<file path="src/ser_pkg.sv">
// Shared constants and register map of the status reporting block
package ser_pkg;
   localparam int SER_GRP_W = 16;
   localparam int SER_BYTE_W = 8;

   // Register selector codes on the command port
   typedef enum logic [3:0] {
      SER_QUES_COND = 4'h0,
      SER_QUES_PTR = 4'h1,
      SER_QUES_NTR = 4'h2,
      SER_QUES_EVEN = 4'h3,
      SER_QUES_ENAB = 4'h4,
      SER_OPER_COND = 4'h5,
      SER_OPER_PTR = 4'h6,
      SER_OPER_NTR = 4'h7,
      SER_OPER_EVEN = 4'h8,
      SER_OPER_ENAB = 4'h9,
      SER_STD_EVENT = 4'hA,
      SER_STD_ENABLE = 4'hB,
      SER_STATUS_BYTE = 4'hC,
      SER_SRQ_MASK = 4'hD
   } ser_reg_e;

   // Questionable condition bit positions
   localparam int SER_Q_OVERVOLT = 0;
   localparam int SER_Q_OVERCURR = 1;
   localparam int SER_Q_OVERTEMP = 4;
   localparam int SER_Q_INHIBIT = 9;
   localparam int SER_Q_UNREG = 10;
   localparam logic [15:0] SER_QUES_VALID = 16'h0613;

   // Operation condition bit positions
   localparam int SER_O_WAIT_TRIG = 5;
   localparam int SER_O_CV = 8;
   localparam int SER_O_CC = 10;
   localparam logic [15:0] SER_OPER_VALID = 16'h0520;

   // Standard event bit positions
   localparam int SER_E_OPC = 0;
   localparam int SER_E_QYE = 2;
   localparam int SER_E_DDE = 3;
   localparam int SER_E_EXE = 4;
   localparam int SER_E_CME = 5;
   localparam int SER_E_PON = 7;
   localparam logic [7:0] SER_STD_VALID = 8'hBD;
   localparam logic [7:0] SER_STD_RESET = 8'h80;

   // Status byte bit positions
   localparam int SER_S_QUES = 3;
   localparam int SER_S_MAV = 4;
   localparam int SER_S_ESB = 5;
   localparam int SER_S_MSS = 6;
   localparam int SER_S_OPER = 7;
   localparam logic [7:0] SER_SRE_VALID = 8'hB8;

   localparam logic [15:0] SER_ZERO16 = 16'h0000;
   localparam logic [7:0] SER_ZERO8 = 8'h00;
endpackage : ser_pkg

</file>
<file path="src/ser_group_if.sv">
// Control and state signals between the top and one status group
interface ser_group_if #(parameter int W = 16);
   logic wr_ptr;
   logic wr_ntr;
   logic wr_ena;
   logic rd_evt;
   logic cls;
   logic [W-1:0] wdata;
   logic [W-1:0] cond;
   logic [W-1:0] ptr;
   logic [W-1:0] ntr;
   logic [W-1:0] ena;
   logic [W-1:0] evt;
   logic summary;

   modport ctrl (
      output wr_ptr, wr_ntr, wr_ena, rd_evt, cls, wdata, cond,
      input ptr, ntr, ena, evt, summary
   );
   modport grp (
      input wr_ptr, wr_ntr, wr_ena, rd_evt, cls, wdata, cond,
      output ptr, ntr, ena, evt, summary
   );
endinterface : ser_group_if

</file>
<file path="src/ser_status_group.sv">
// One condition / transition filter / event / enable status group
module ser_status_group #(
   parameter int W = 16,
   parameter logic [W-1:0] VALID = '1
) (
   input wire logic clk,
   input wire logic rst,
   ser_group_if.grp gi
);
   import ser_pkg::*;

   logic [W-1:0] prev_reg;
   logic [W-1:0] ptr_reg;
   logic [W-1:0] ntr_reg;
   logic [W-1:0] ena_reg;
   logic [W-1:0] evt_reg;
   logic [W-1:0] rise;
   logic [W-1:0] fall;
   logic [W-1:0] arm_set;
   logic [W-1:0] evt_set;
   logic [W-1:0] evt_next;

   if (W < 1) begin : g_bad_width
      $error("ser_status_group: width must be positive");
   end

   always_ff @(posedge clk or posedge rst) begin
      if (rst) begin
         prev_reg <= '0;
      end else begin
         prev_reg <= gi.cond;
      end
   end

   always_ff @(posedge clk or posedge rst) begin
      if (rst) begin
         ptr_reg <= '0;
         ntr_reg <= '0;
         ena_reg <= '0;
      end else begin
         if (gi.wr_ptr) begin
            ptr_reg <= gi.wdata;
         end
         if (gi.wr_ntr) begin
            ntr_reg <= gi.wdata;
         end
         if (gi.wr_ena) begin
            ena_reg <= gi.wdata;
         end
      end
   end

   always_comb begin
      rise = gi.cond & ~prev_reg;
      fall = ~gi.cond & prev_reg;
      // Newly armed filter bit whose condition already sits in the watched state
      arm_set = '0;
      if (gi.wr_ptr) begin
         arm_set = arm_set | (gi.wdata & ~ptr_reg & gi.cond);
      end
      if (gi.wr_ntr) begin
         arm_set = arm_set | (gi.wdata & ~ntr_reg & ~gi.cond);
      end
      evt_set = ((ptr_reg & rise) | (ntr_reg & fall) | arm_set) & VALID;
      // A set in the clearing cycle survives
      evt_next = ((gi.rd_evt || gi.cls) ? '0 : evt_reg) | evt_set;
   end

   always_ff @(posedge clk or posedge rst) begin
      if (rst) begin
         evt_reg <= '0;
      end else begin
         evt_reg <= evt_next;
      end
   end

   assign gi.ptr = ptr_reg;
   assign gi.ntr = ntr_reg;
   assign gi.ena = ena_reg;
   assign gi.evt = evt_reg;
   assign gi.summary = |(evt_reg & ena_reg);
endmodule : ser_status_group

</file>
<file path="src/ser_status_top.sv">
// Status reporting block: questionable, operation, standard event and status byte
// How it works
// - Condition bits mirror live inputs, read-only
// - Rise filter passes 0-to-1 into event bit
// - Fall filter passes 1-to-0 into event bit
// - Events latch; cleared by read or clear-status
// - Questionable summary is bit 3, enable RW
// - Operation group mirrors questionable structure
// - Operation summary drives status byte bit 7
// - Operation bits: trigger 5, CV 8, CC 10
// - Questionable bits: overvoltage 0, overcurrent 1
// - Questionable: overtemp 4, inhibit 9, unregulated 10
// - Standard event bits 0,2,3,4,5,7
// - Status byte bits 3,4,5,6,7
// - Standard event/status byte behave per 488.2
// - Arming filter in watched state sets event
// - Master summary unlatched; status query clears nothing
// - Request latches RQS; serial poll clears it
module ser_status_top (
   input wire logic clk,
   input wire logic rst,
   input wire logic overvoltage_tripped,
   input wire logic overcurrent_tripped,
   input wire logic overtemperature,
   input wire logic remote_inhibit_active,
   input wire logic output_unregulated,
   input wire logic waiting_for_trigger,
   input wire logic constant_voltage_mode,
   input wire logic constant_current_mode,
   input wire logic opc_event,
   input wire logic query_error,
   input wire logic device_error,
   input wire logic execution_error,
   input wire logic command_error,
   input wire logic msg_available,
   input wire ser_pkg::ser_reg_e reg_sel,
   input wire logic reg_wr,
   input wire logic reg_rd,
   input wire logic [ser_pkg::SER_GRP_W-1:0] reg_wdata,
   input wire logic clear_status,
   input wire logic serial_poll,
   output logic [ser_pkg::SER_GRP_W-1:0] rd_data,
   output logic rd_valid,
   output logic [ser_pkg::SER_BYTE_W-1:0] poll_data,
   output logic poll_valid,
   output logic srq
);
   import ser_pkg::*;

   localparam int NPIN = 8;

   // Two-stage synchronisers for the analog status pins
   logic [NPIN-1:0] pin_raw;
   logic [NPIN-1:0] sync1_reg;
   logic [NPIN-1:0] sync2_reg;
   logic [SER_GRP_W-1:0] ques_cond;
   logic [SER_GRP_W-1:0] oper_cond;

   logic [SER_BYTE_W-1:0] esr_reg;
   logic [SER_BYTE_W-1:0] esr_set;
   logic [SER_BYTE_W-1:0] esr_next;
   logic [SER_BYTE_W-1:0] ese_reg;
   logic [SER_BYTE_W-1:0] sre_reg;
   logic [SER_BYTE_W-1:0] stb_core;
   logic [SER_BYTE_W-1:0] stb_query;
   logic esb;
   logic mss;
   logic mss_prev_reg;
   logic rqs_reg;
   logic [SER_GRP_W-1:0] rd_mux;
   logic [SER_GRP_W-1:0] rd_data_reg;
   logic rd_valid_reg;
   logic [SER_BYTE_W-1:0] poll_data_reg;
   logic poll_valid_reg;
   logic wr_ese;
   logic wr_sre;
   logic rd_esr;

   ser_group_if #(.W(SER_GRP_W)) ques_if ();
   ser_group_if #(.W(SER_GRP_W)) oper_if ();

   assign pin_raw = {constant_current_mode, constant_voltage_mode, waiting_for_trigger,
                     output_unregulated, remote_inhibit_active, overtemperature,
                     overcurrent_tripped, overvoltage_tripped};

   always_ff @(posedge clk or posedge rst) begin
      if (rst) begin
         sync1_reg <= '0;
         sync2_reg <= '0;
      end else begin
         sync1_reg <= pin_raw;
         sync2_reg <= sync1_reg;
      end
   end

   // Unassigned condition bits are tied low and cannot be cleared or written
   always_comb begin
      ques_cond = SER_ZERO16;
      ques_cond[SER_Q_OVERVOLT] = sync2_reg[0];
      ques_cond[SER_Q_OVERCURR] = sync2_reg[1];
      ques_cond[SER_Q_OVERTEMP] = sync2_reg[2];
      ques_cond[SER_Q_INHIBIT] = sync2_reg[3];
      ques_cond[SER_Q_UNREG] = sync2_reg[4];
      oper_cond = SER_ZERO16;
      oper_cond[SER_O_WAIT_TRIG] = sync2_reg[5];
      oper_cond[SER_O_CV] = sync2_reg[6];
      oper_cond[SER_O_CC] = sync2_reg[7];
   end

   // Questionable group wiring
   assign ques_if.cond = ques_cond;
   assign ques_if.wdata = reg_wdata;
   assign ques_if.cls = clear_status;
   assign ques_if.wr_ptr = reg_wr && (reg_sel == SER_QUES_PTR);
   assign ques_if.wr_ntr = reg_wr && (reg_sel == SER_QUES_NTR);
   assign ques_if.wr_ena = reg_wr && (reg_sel == SER_QUES_ENAB);
   assign ques_if.rd_evt = reg_rd && (reg_sel == SER_QUES_EVEN);

   // Operation group: same structure
   assign oper_if.cond = oper_cond;
   assign oper_if.wdata = reg_wdata;
   assign oper_if.cls = clear_status;
   assign oper_if.wr_ptr = reg_wr && (reg_sel == SER_OPER_PTR);
   assign oper_if.wr_ntr = reg_wr && (reg_sel == SER_OPER_NTR);
   assign oper_if.wr_ena = reg_wr && (reg_sel == SER_OPER_ENAB);
   assign oper_if.rd_evt = reg_rd && (reg_sel == SER_OPER_EVEN);

   ser_status_group #(.W(SER_GRP_W), .VALID(SER_QUES_VALID)) u_ques (
      .clk(clk),
      .rst(rst),
      .gi(ques_if.grp)
   );

   ser_status_group #(.W(SER_GRP_W), .VALID(SER_OPER_VALID)) u_oper (
      .clk(clk),
      .rst(rst),
      .gi(oper_if.grp)
   );

   // Standard event register
   assign wr_ese = reg_wr && (reg_sel == SER_STD_ENABLE);
   assign wr_sre = reg_wr && (reg_sel == SER_SRQ_MASK);
   assign rd_esr = reg_rd && (reg_sel == SER_STD_EVENT);

   always_comb begin
      esr_set = SER_ZERO8;
      esr_set[SER_E_OPC] = opc_event;
      esr_set[SER_E_QYE] = query_error;
      esr_set[SER_E_DDE] = device_error;
      esr_set[SER_E_EXE] = execution_error;
      esr_set[SER_E_CME] = command_error;
      esr_next = (rd_esr || clear_status) ? SER_ZERO8 : esr_reg;
      esr_next = (esr_next | esr_set) & SER_STD_VALID;
   end

   // Power-on bit comes up set; only the reset value carries it
   always_ff @(posedge clk or posedge rst) begin
      if (rst) begin
         esr_reg <= SER_STD_RESET;
      end else begin
         esr_reg <= esr_next;
      end
   end

   always_ff @(posedge clk or posedge rst) begin
      if (rst) begin
         ese_reg <= SER_ZERO8;
         sre_reg <= SER_ZERO8;
      end else begin
         if (wr_ese) begin
            ese_reg <= reg_wdata[SER_BYTE_W-1:0] & SER_STD_VALID;
         end
         // Bit 6 of the mask is meaningless and always reads zero
         if (wr_sre) begin
            sre_reg <= reg_wdata[SER_BYTE_W-1:0] & SER_SRE_VALID;
         end
      end
   end

   // Status byte
   assign esb = |(esr_reg & ese_reg);

   always_comb begin
      stb_core = SER_ZERO8;
      stb_core[SER_S_QUES] = ques_if.summary;
      stb_core[SER_S_MAV] = msg_available;
      stb_core[SER_S_ESB] = esb;
      stb_core[SER_S_OPER] = oper_if.summary;
   end

   assign mss = |(stb_core & sre_reg);

   always_comb begin
      stb_query = stb_core;
      stb_query[SER_S_MSS] = mss;
   end

   // Request latches on a new reason; the poll is the only thing that clears it
   always_ff @(posedge clk or posedge rst) begin
      if (rst) begin
         mss_prev_reg <= 1'b0;
         rqs_reg <= 1'b0;
      end else begin
         mss_prev_reg <= mss;
         if (mss && !mss_prev_reg) begin
            rqs_reg <= 1'b1;
         end else if (serial_poll) begin
            rqs_reg <= 1'b0;
         end
      end
   end

   assign srq = rqs_reg;

   always_ff @(posedge clk or posedge rst) begin
      if (rst) begin
         poll_data_reg <= SER_ZERO8;
         poll_valid_reg <= 1'b0;
      end else begin
         poll_valid_reg <= serial_poll;
         if (serial_poll) begin
            poll_data_reg <= {stb_core[7], rqs_reg, stb_core[5:0]};
         end
      end
   end

   // Register read mux; unmapped selectors read zero
   always_comb begin
      rd_mux = SER_ZERO16;
      unique case (reg_sel)
         SER_QUES_COND: rd_mux = ques_cond;
         SER_QUES_PTR: rd_mux = ques_if.ptr;
         SER_QUES_NTR: rd_mux = ques_if.ntr;
         SER_QUES_EVEN: rd_mux = ques_if.evt;
         SER_QUES_ENAB: rd_mux = ques_if.ena;
         SER_OPER_COND: rd_mux = oper_cond;
         SER_OPER_PTR: rd_mux = oper_if.ptr;
         SER_OPER_NTR: rd_mux = oper_if.ntr;
         SER_OPER_EVEN: rd_mux = oper_if.evt;
         SER_OPER_ENAB: rd_mux = oper_if.ena;
         SER_STD_EVENT: rd_mux = {SER_ZERO8, esr_reg};
         SER_STD_ENABLE: rd_mux = {SER_ZERO8, ese_reg};
         SER_STATUS_BYTE: rd_mux = {SER_ZERO8, stb_query};
         SER_SRQ_MASK: rd_mux = {SER_ZERO8, sre_reg};
         default: rd_mux = SER_ZERO16;
      endcase
   end

   always_ff @(posedge clk or posedge rst) begin
      if (rst) begin
         rd_data_reg <= SER_ZERO16;
         rd_valid_reg <= 1'b0;
      end else begin
         rd_valid_reg <= reg_rd;
         if (reg_rd) begin
            rd_data_reg <= rd_mux;
         end
      end
   end

   assign rd_data = rd_data_reg;
   assign rd_valid = rd_valid_reg;
   assign poll_data = poll_data_reg;
   assign poll_valid = poll_valid_reg;

   // Checks
   a_cond_mirror: assert property (@(posedge clk) disable iff (rst)
      ques_cond[SER_Q_OVERTEMP] == $past(overtemperature, 2))
      else $error("questionable condition does not follow pin");

   a_rise_sets_event: assert property (@(posedge clk) disable iff (rst)
      (ques_if.ptr[SER_Q_UNREG] && $rose(ques_cond[SER_Q_UNREG]))
      |=> ques_if.evt[SER_Q_UNREG])
      else $error("rising edge through filter lost");

   a_fall_sets_event: assert property (@(posedge clk) disable iff (rst)
      (oper_if.ntr[SER_O_CV] && $fell(oper_cond[SER_O_CV]))
      |=> oper_if.evt[SER_O_CV])
      else $error("falling edge through filter lost");

   a_blocked_no_event: assert property (@(posedge clk) disable iff (rst)
      (!ques_if.ptr[SER_Q_INHIBIT] && !ques_if.ntr[SER_Q_INHIBIT] && !ques_if.wr_ptr
       && !ques_if.wr_ntr && !ques_if.evt[SER_Q_INHIBIT])
      |=> !ques_if.evt[SER_Q_INHIBIT])
      else $error("event set with both filters off");

   // A read with no filtered edge and no arming write leaves the event word empty
   a_read_clears_event: assert property (@(posedge clk) disable iff (rst)
      (ques_if.rd_evt && !ques_if.wr_ptr && !ques_if.wr_ntr
       && ((ques_if.ptr & ques_cond & ~$past(ques_cond))
           | (ques_if.ntr & ~ques_cond & $past(ques_cond))) == SER_ZERO16)
      |=> ques_if.evt == SER_ZERO16)
      else $error("event survived read without new transition");

   a_event_holds: assert property (@(posedge clk) disable iff (rst)
      (oper_if.evt[SER_O_CV] && !oper_if.rd_evt && !clear_status)
      |=> oper_if.evt[SER_O_CV])
      else $error("event bit dropped without clear");

   a_ques_summary: assert property (@(posedge clk) disable iff (rst)
      stb_query[SER_S_QUES] == |(ques_if.evt & ques_if.ena))
      else $error("questionable summary wrong");

   a_oper_summary: assert property (@(posedge clk) disable iff (rst)
      $rose(oper_if.evt[SER_O_CV]) && oper_if.ena[SER_O_CV]
      |-> stb_core[SER_S_OPER])
      else $error("operation summary missing");

   a_arm_sets_event: assert property (@(posedge clk) disable iff (rst)
      (ques_if.wr_ptr && ques_if.wdata[SER_Q_INHIBIT] && !ques_if.ptr[SER_Q_INHIBIT]
       && ques_cond[SER_Q_INHIBIT]) |=> ques_if.evt[SER_Q_INHIBIT])
      else $error("arming filter did not set event");

   a_mss_live: assert property (@(posedge clk) disable iff (rst)
      mss == |(stb_core & sre_reg & SER_SRE_VALID))
      else $error("master summary mismatch");

   a_rqs_latch: assert property (@(posedge clk) disable iff (rst)
      (mss && !mss_prev_reg) |=> srq ##1 (srq || $past(serial_poll)))
      else $error("request not latched");

   a_poll_clears: assert property (@(posedge clk) disable iff (rst)
      (serial_poll && !(mss && !mss_prev_reg)) |=> !srq ##0 poll_valid)
      else $error("poll did not clear request");

   a_filter_stable: assert property (@(posedge clk) disable iff (rst)
      !ques_if.wr_ntr |=> $stable(ques_if.ntr))
      else $error("filter changed without write");

   a_unassigned_zero: assert property (@(posedge clk) disable iff (rst)
      (ques_if.evt & ~SER_QUES_VALID) == SER_ZERO16
      && (oper_cond & ~SER_OPER_VALID) == SER_ZERO16)
      else $error("unassigned bit set");

   c_ques_event: cover property (@(posedge clk) disable iff (rst)
      $rose(stb_core[SER_S_QUES]));
   c_service_request: cover property (@(posedge clk) disable iff (rst)
      $rose(srq) ##[1:20] serial_poll);
   c_event_read: cover property (@(posedge clk) disable iff (rst)
      ques_if.rd_evt && ques_if.evt != SER_ZERO16);
   c_clear_status: cover property (@(posedge clk) disable iff (rst)
      clear_status && esr_reg != SER_ZERO8);
endmodule : ser_status_top

</file>
<file path="config.mk">
export PLATFORM = sky130hd
export DESIGN_NAME = ser_status_top
export DESIGN_NICKNAME = d
export VERILOG_FILES = /design/src/ser_pkg.sv /design/src/ser_group_if.sv /design/src/ser_status_group.sv /design/src/ser_status_top.sv
export SDC_FILE = /design/constraint.sdc
export NUM_CORES = 1
export LEC_CHECK = 0
export ABC_AREA = 1
export BUFFER_PORTS_ARGS = -buffer_cell sky130_fd_sc_hd__buf_2
export CAP_MARGIN = 20
export CELL_PAD_IN_SITES_DETAIL_PLACEMENT = 0
export CELL_PAD_IN_SITES_GLOBAL_PLACEMENT = 1
export CORE_MARGIN = 10
export CORE_UTILIZATION = 48
export DETAILED_ROUTE_END_ITERATION = 6
export GPL_TIMING_DRIVEN = 0
export PLACE_DENSITY = 0.95
export RECOVER_POWER = 25
export REMOVE_ABC_BUFFERS = 1
export SLEW_MARGIN = 30
export SYNTH_ARGS = -nofsm -noshare
export SYNTH_HDL_FRONTEND = slang
export SYNTH_SLANG_ARGS = --single-unit
</file>
<file path="constraint.sdc">
create_clock -name clk -period 11.4 [get_ports clk]
set_input_delay 0.57 -clock clk [delete_from_list [all_inputs] [get_ports clk]]
set_output_delay 0.57 -clock clk [all_outputs]
set_load 0.01 [all_outputs]
</file>
# ---- Word level (Yosys, flattened, before mapping)
# Index checks and enable logic that the tools add are counted.
dict set report op_classes {
  eq_ne 13
  n_mux 10
  bitwise 37
  n_reduce_logical 22
}
# op count
set ops {}
lappend ops {{$pmux 16 s14} 1}
lappend ops {{$and 11x11->11} 16}
lappend ops {{$not 11->11} 8}
lappend ops {{$or 11x11->11} 6}
lappend ops {{$mux 11} 4}
lappend ops {{$and 16x16->16} 2}
lappend ops {{$mux 16} 2}
lappend ops {{$or 16x11->16} 2}
lappend ops {{$reduce_or 16->1} 2}
lappend ops {{$eq 4x4->1 const B} 6}
lappend ops {{$and 8x8->8} 2}
lappend ops {{$eq 4x3->1 const B} 4}
lappend ops {{$reduce_or 8->1} 2}
lappend ops {{$logic_and 1x1->1} 12}
lappend ops {{$eq 4x2->1 const B} 2}
lappend ops {{$mux 8} 1}
lappend ops {{$or 8x6->8} 1}
lappend ops {{$eq 4x1->1 const B} 1}
lappend ops {{$logic_not 4->1} 1}
lappend ops {{$logic_or 1x1->1} 3}
lappend ops {{$mux 1} 2}
lappend ops {{$reduce_bool 2->1} 1}
lappend ops {{$logic_not 1->1} 1}
dict set report word_totals {
  register_bits 193
  input_bits 40
}

# ---- Longest topological paths before layout
dict set report logic_depth {
  depth_word 8
  mapped_depth 10
}

# ---- By module
# Synthesis repeated with hierarchy kept, for this count alone.
dict set report unflattened {
  hier_cells 873
  hier_area_um2 8066.5
}
# module instances cells_each area_each_um2
set by_module_without_submodules {}
lappend by_module_without_submodules {ser_status_top 1 498 3304.4}
lappend by_module_without_submodules {{ser_status_group (u_ques)} 1 205 2503.7}
lappend by_module_without_submodules {{ser_status_group (u_oper)} 1 170 2258.4}

# ---- Least setup slack after synthesis
# OpenSTA, ideal clock, no wires.
dict set report synth_path {
  path_kind {input -> register}
  from {input port reg_sel[0]}
  to {register u_ques.ntr_reg[3] (netlist: u_ques.gi.ntr[3])}
  setup_ns 0.128
  arrival_time_ns 1.411
  t_required_ns 11.272
  slack_ns 9.861
  path_stages 9
  path_buffers 1
  cell_sequence {inv_1 > nand2_1 > inv_1 > nand2_2 > nor2_4 > inv_2 > buf_2 > nand2_1 > o21ai_0}
}
dict set report synth_via {
  elab_chain_len 2
}
# element line_no
set synth_lines {}
lappend synth_lines {{start, declared} ser_status_top.sv:36} ;# input wire ser_pkg::ser_reg_e reg_sel,
lappend synth_lines {{$eq 4x2->1} ser_status_top.sv:115} ;# assign ques_if.wr_ntr = reg_wr && (reg_sel == SER_QUES_NTR);
lappend synth_lines {{$logic_and 1x1->1} ser_status_top.sv:115}
lappend synth_lines {{end signal, assigned} ser_status_group.sv:45} ;# ntr_reg <= gi.wdata;
lappend synth_lines {{end, declared} ser_status_group.sv:14} ;# logic [W-1:0] ntr_reg;
# Every way passes these cells.
# A chain may end at the register's enable or synchronous reset.

==> flow_summary.json <==
{
  "diodes": 0,
  "synth_area_leaders": "dfrtp_1, nand2_1, o21ai_0",
  "cts_root_buf": "clkbuf_16",
  "die_h_um": 143.2,
  "seq_area_um2": 4230,
  "p_leak_nw": 4.236,
  "cts.htree.levels": 4,
  "stdcell_area_um2": 8293,
  "cts_tree": "done",
  "syn_area_um2": 7282,
  "clock-sinks": 169,
  "worst_ep_required_time_ps": 11130,
  "cp_slowest_cell": "clkbuf_1",
  "yosys_warnings": 0,
  "ctsResizeCount": 0,
  "insertion_delay_ps": 430,
  "ios": 67,
  "wirelength_met1_um": 8466,
  "postRouteWirelength_um": 18070,
  "irDropWorstVdd_uv": 114.9,
  "fin_setup_tns_ps": 0,
  "finalPower_mw": 1.545,
  "viasPerCell": 5.200,
  "ys_seq_elements": 169,
  "dpl_cell_area_um2": 7741,
  "gr-usage-all-layers": 0.1858,
  "synth_top_area_share": 0.5773,
  "fin_cells": 1120,
  "slew_violations": 113,
  "crit_path_start_kind": "input port",
  "dp.cells": 1088,
  "path_common_cell": "clkbuf_1",
  "grt_max_degree": 66,
  "final_nets": 963,
  "hold_buffers": 0,
  "final_core_util": 0.5642,
  "wl_per_cell_um": 16.14,
  "grt_pass1_wl_um": 29610,
  "yosysUniqueCellTypes": 30,
  "fillerInstances": 1365,
  "die_x_um": 143.2,
  "postSynthAreaPerCell_um2": 8.409,
  "cap_violations": 2,
  "synth_enable_flop_cells": 0,
  "synth_flop_cell": "dfrtp_1",
  "cp_slowest_stage_delay_ps": 2570,
  "core.rowCount": 44,
  "failed_checks": "capacitance limit, slew limit",
  "finalCriticalPeriod_ps": 4687,
  "crit_chain": "clkbuf_1, clkinvlp_2, clkbuf_1",
  "critical_path_buf_inv_count": 3,
  "wl_met3_um": 1161,
  "slew_headroom": -1.360,
  "ys_async_sr_fraction": 1.000,
  "path_class": "input port to async pin",
  "num_vias": 5824,
  "synthCells": 866,
  "die_area_um2": 20500,
  "io_buffers": 63,
  "routabilityCongestion": 0.8816,
  "ys_seq_area_frac": 0.5809,
  "drcViolationCount": 0,
  "cts_buffers": 17,
  "wl_met2_um": 8149,
  "dp_slack_ps": 8600,
  "grt_antenna_before_repair": 3,
  "critical_path_peak_fanout": 65,
  "grt_pass1_vias": 5725,
  "core_area_um2": 14700,
  "finalHoldViolCount": 0,
  "crit_family": "buffers and inverters",
  "multi_input_area_um2": 2636,
  "setup_viol": 0,
  "top_layer": "met5",
  "fin_worst_skew_ps": 11.65,
  "powerDensity_nw_per_um2": 186.2,
  "drive_above_1_share": 0.1282,
  "area_delta_synth_final_pct": 13.88,
  "hold_slack_ps": 235.6,
  "max_freq_mhz": 213.4,
  "first_pass_iters": 5,
  "post_synth_most_frequent_cells": "nand2_1, dfrtp_1, o21ai_0",
  "cp.arrival_ps": 4410,
  "cts_setup_buffers": 0,
  "hold_path.class": "input port to flip-flop",
  "cts_buffer_depth": 2,
  "status": "finished, violations left",
  "worst_pin_slew_ps": 3539,
  "cts.clk_slew.worst_paths_ps": 70,
  "end_kind": "async pin",
  "drt_iter0_drc": 497,
  "initial_utilization": 0.4954,
  "dp_hpwl_um": 11620,
  "grt-ovfl-total": 0,
  "rsz0062_at_grt": "false",
  "synth.largest_area_cell": "dfrtp_1",
  "yosysMostFrequentCell": "nand2_1",
  "ant_nets": 0,
  "fin_crit_sh": 0.4111,
  "setup_ws_ps": 6713
}
## cell usage in the layout (no fill, tap or decap), types with 3 or more instances in the layout
cell type     n
clkbuf_1      4
inv_6         4
nor2_1       39
inv_2         6
inv_1        63
nand3_1      29
nand4_1       3
conb_1        3
o211ai_1      3
o21ai_0     130
nor3_1        4
o21ai_1       8
nor2_4        6
nand2_1     334
o21bai_1      6
nand2_2       7
clkbuf_16    17
a21oi_1      16
clkinvlp_4    3
buf_2        60
dfrtp_1     168
clkinv_2      4
## logic make-up after synthesis
kind of cell | count (synthesis) | share of synthesized area
AND/OR/NAND/NOR | 427 | 0.2376
flip-flops | 169 | 0.5809
buffers and inverters | 100 | 0.05911
other | 1 | 0.0005150
AO/OA/AOI/OAI | 167 | 0.1187
multiplexers | 2 | 0.003093
## power breakdown
group / leakage (nW) / internal (mW) / total [mW] / switching [mW]
sequential: 2.09 / 0.706 / 0.766 / 0.0598
combinational: 1.86 / 0.0763 / 0.205 / 0.129
clock: 0.283 / 0.330 / 0.573 / 0.244
## layer usage
layer | GRT usage | up-vias
li1 | - | 2872
met1 | 0.2530 | 2751
met2 | 0.2807 | 169
met3 | 0.05439 | 26
met4 | 0.05592 | 6
met5 | 0 | -
## cell type report
type / instances / share of cell area
multi-input cells: 599 / 0.3179
flip-flops and latches: 169 / 0.5101
clock inverters: 14 / 0.01765
inverters: 71 / 0.03229
clock buffers: 18 / 0.05296
repair buffers: 65 / 0.04134
well taps: 184 / 0.02776
## final timing paths
| kind | from | end | slack [ps] | cells past startpoint |
|---|---|---|---|---|
| min | overvoltage_tripped | sync1_reg[0] | 240 | 1 |
| min in group asynchronous | rst | sync1_reg[4] | 620 | 2 |
| min reg2reg | sync1_reg[1] | sync2_reg[1] | 340 | 0 |
| max | rst | rd_valid | 6710 | 3 |
| max reg2reg | u_oper.gi.evt[8] | rd_data[6] | 9870 | 8 |
| max in group clk | reg_rd | esr_reg[2] | 8360 | 4 |
No activity file was read; power rests on OpenSTA's default activity.
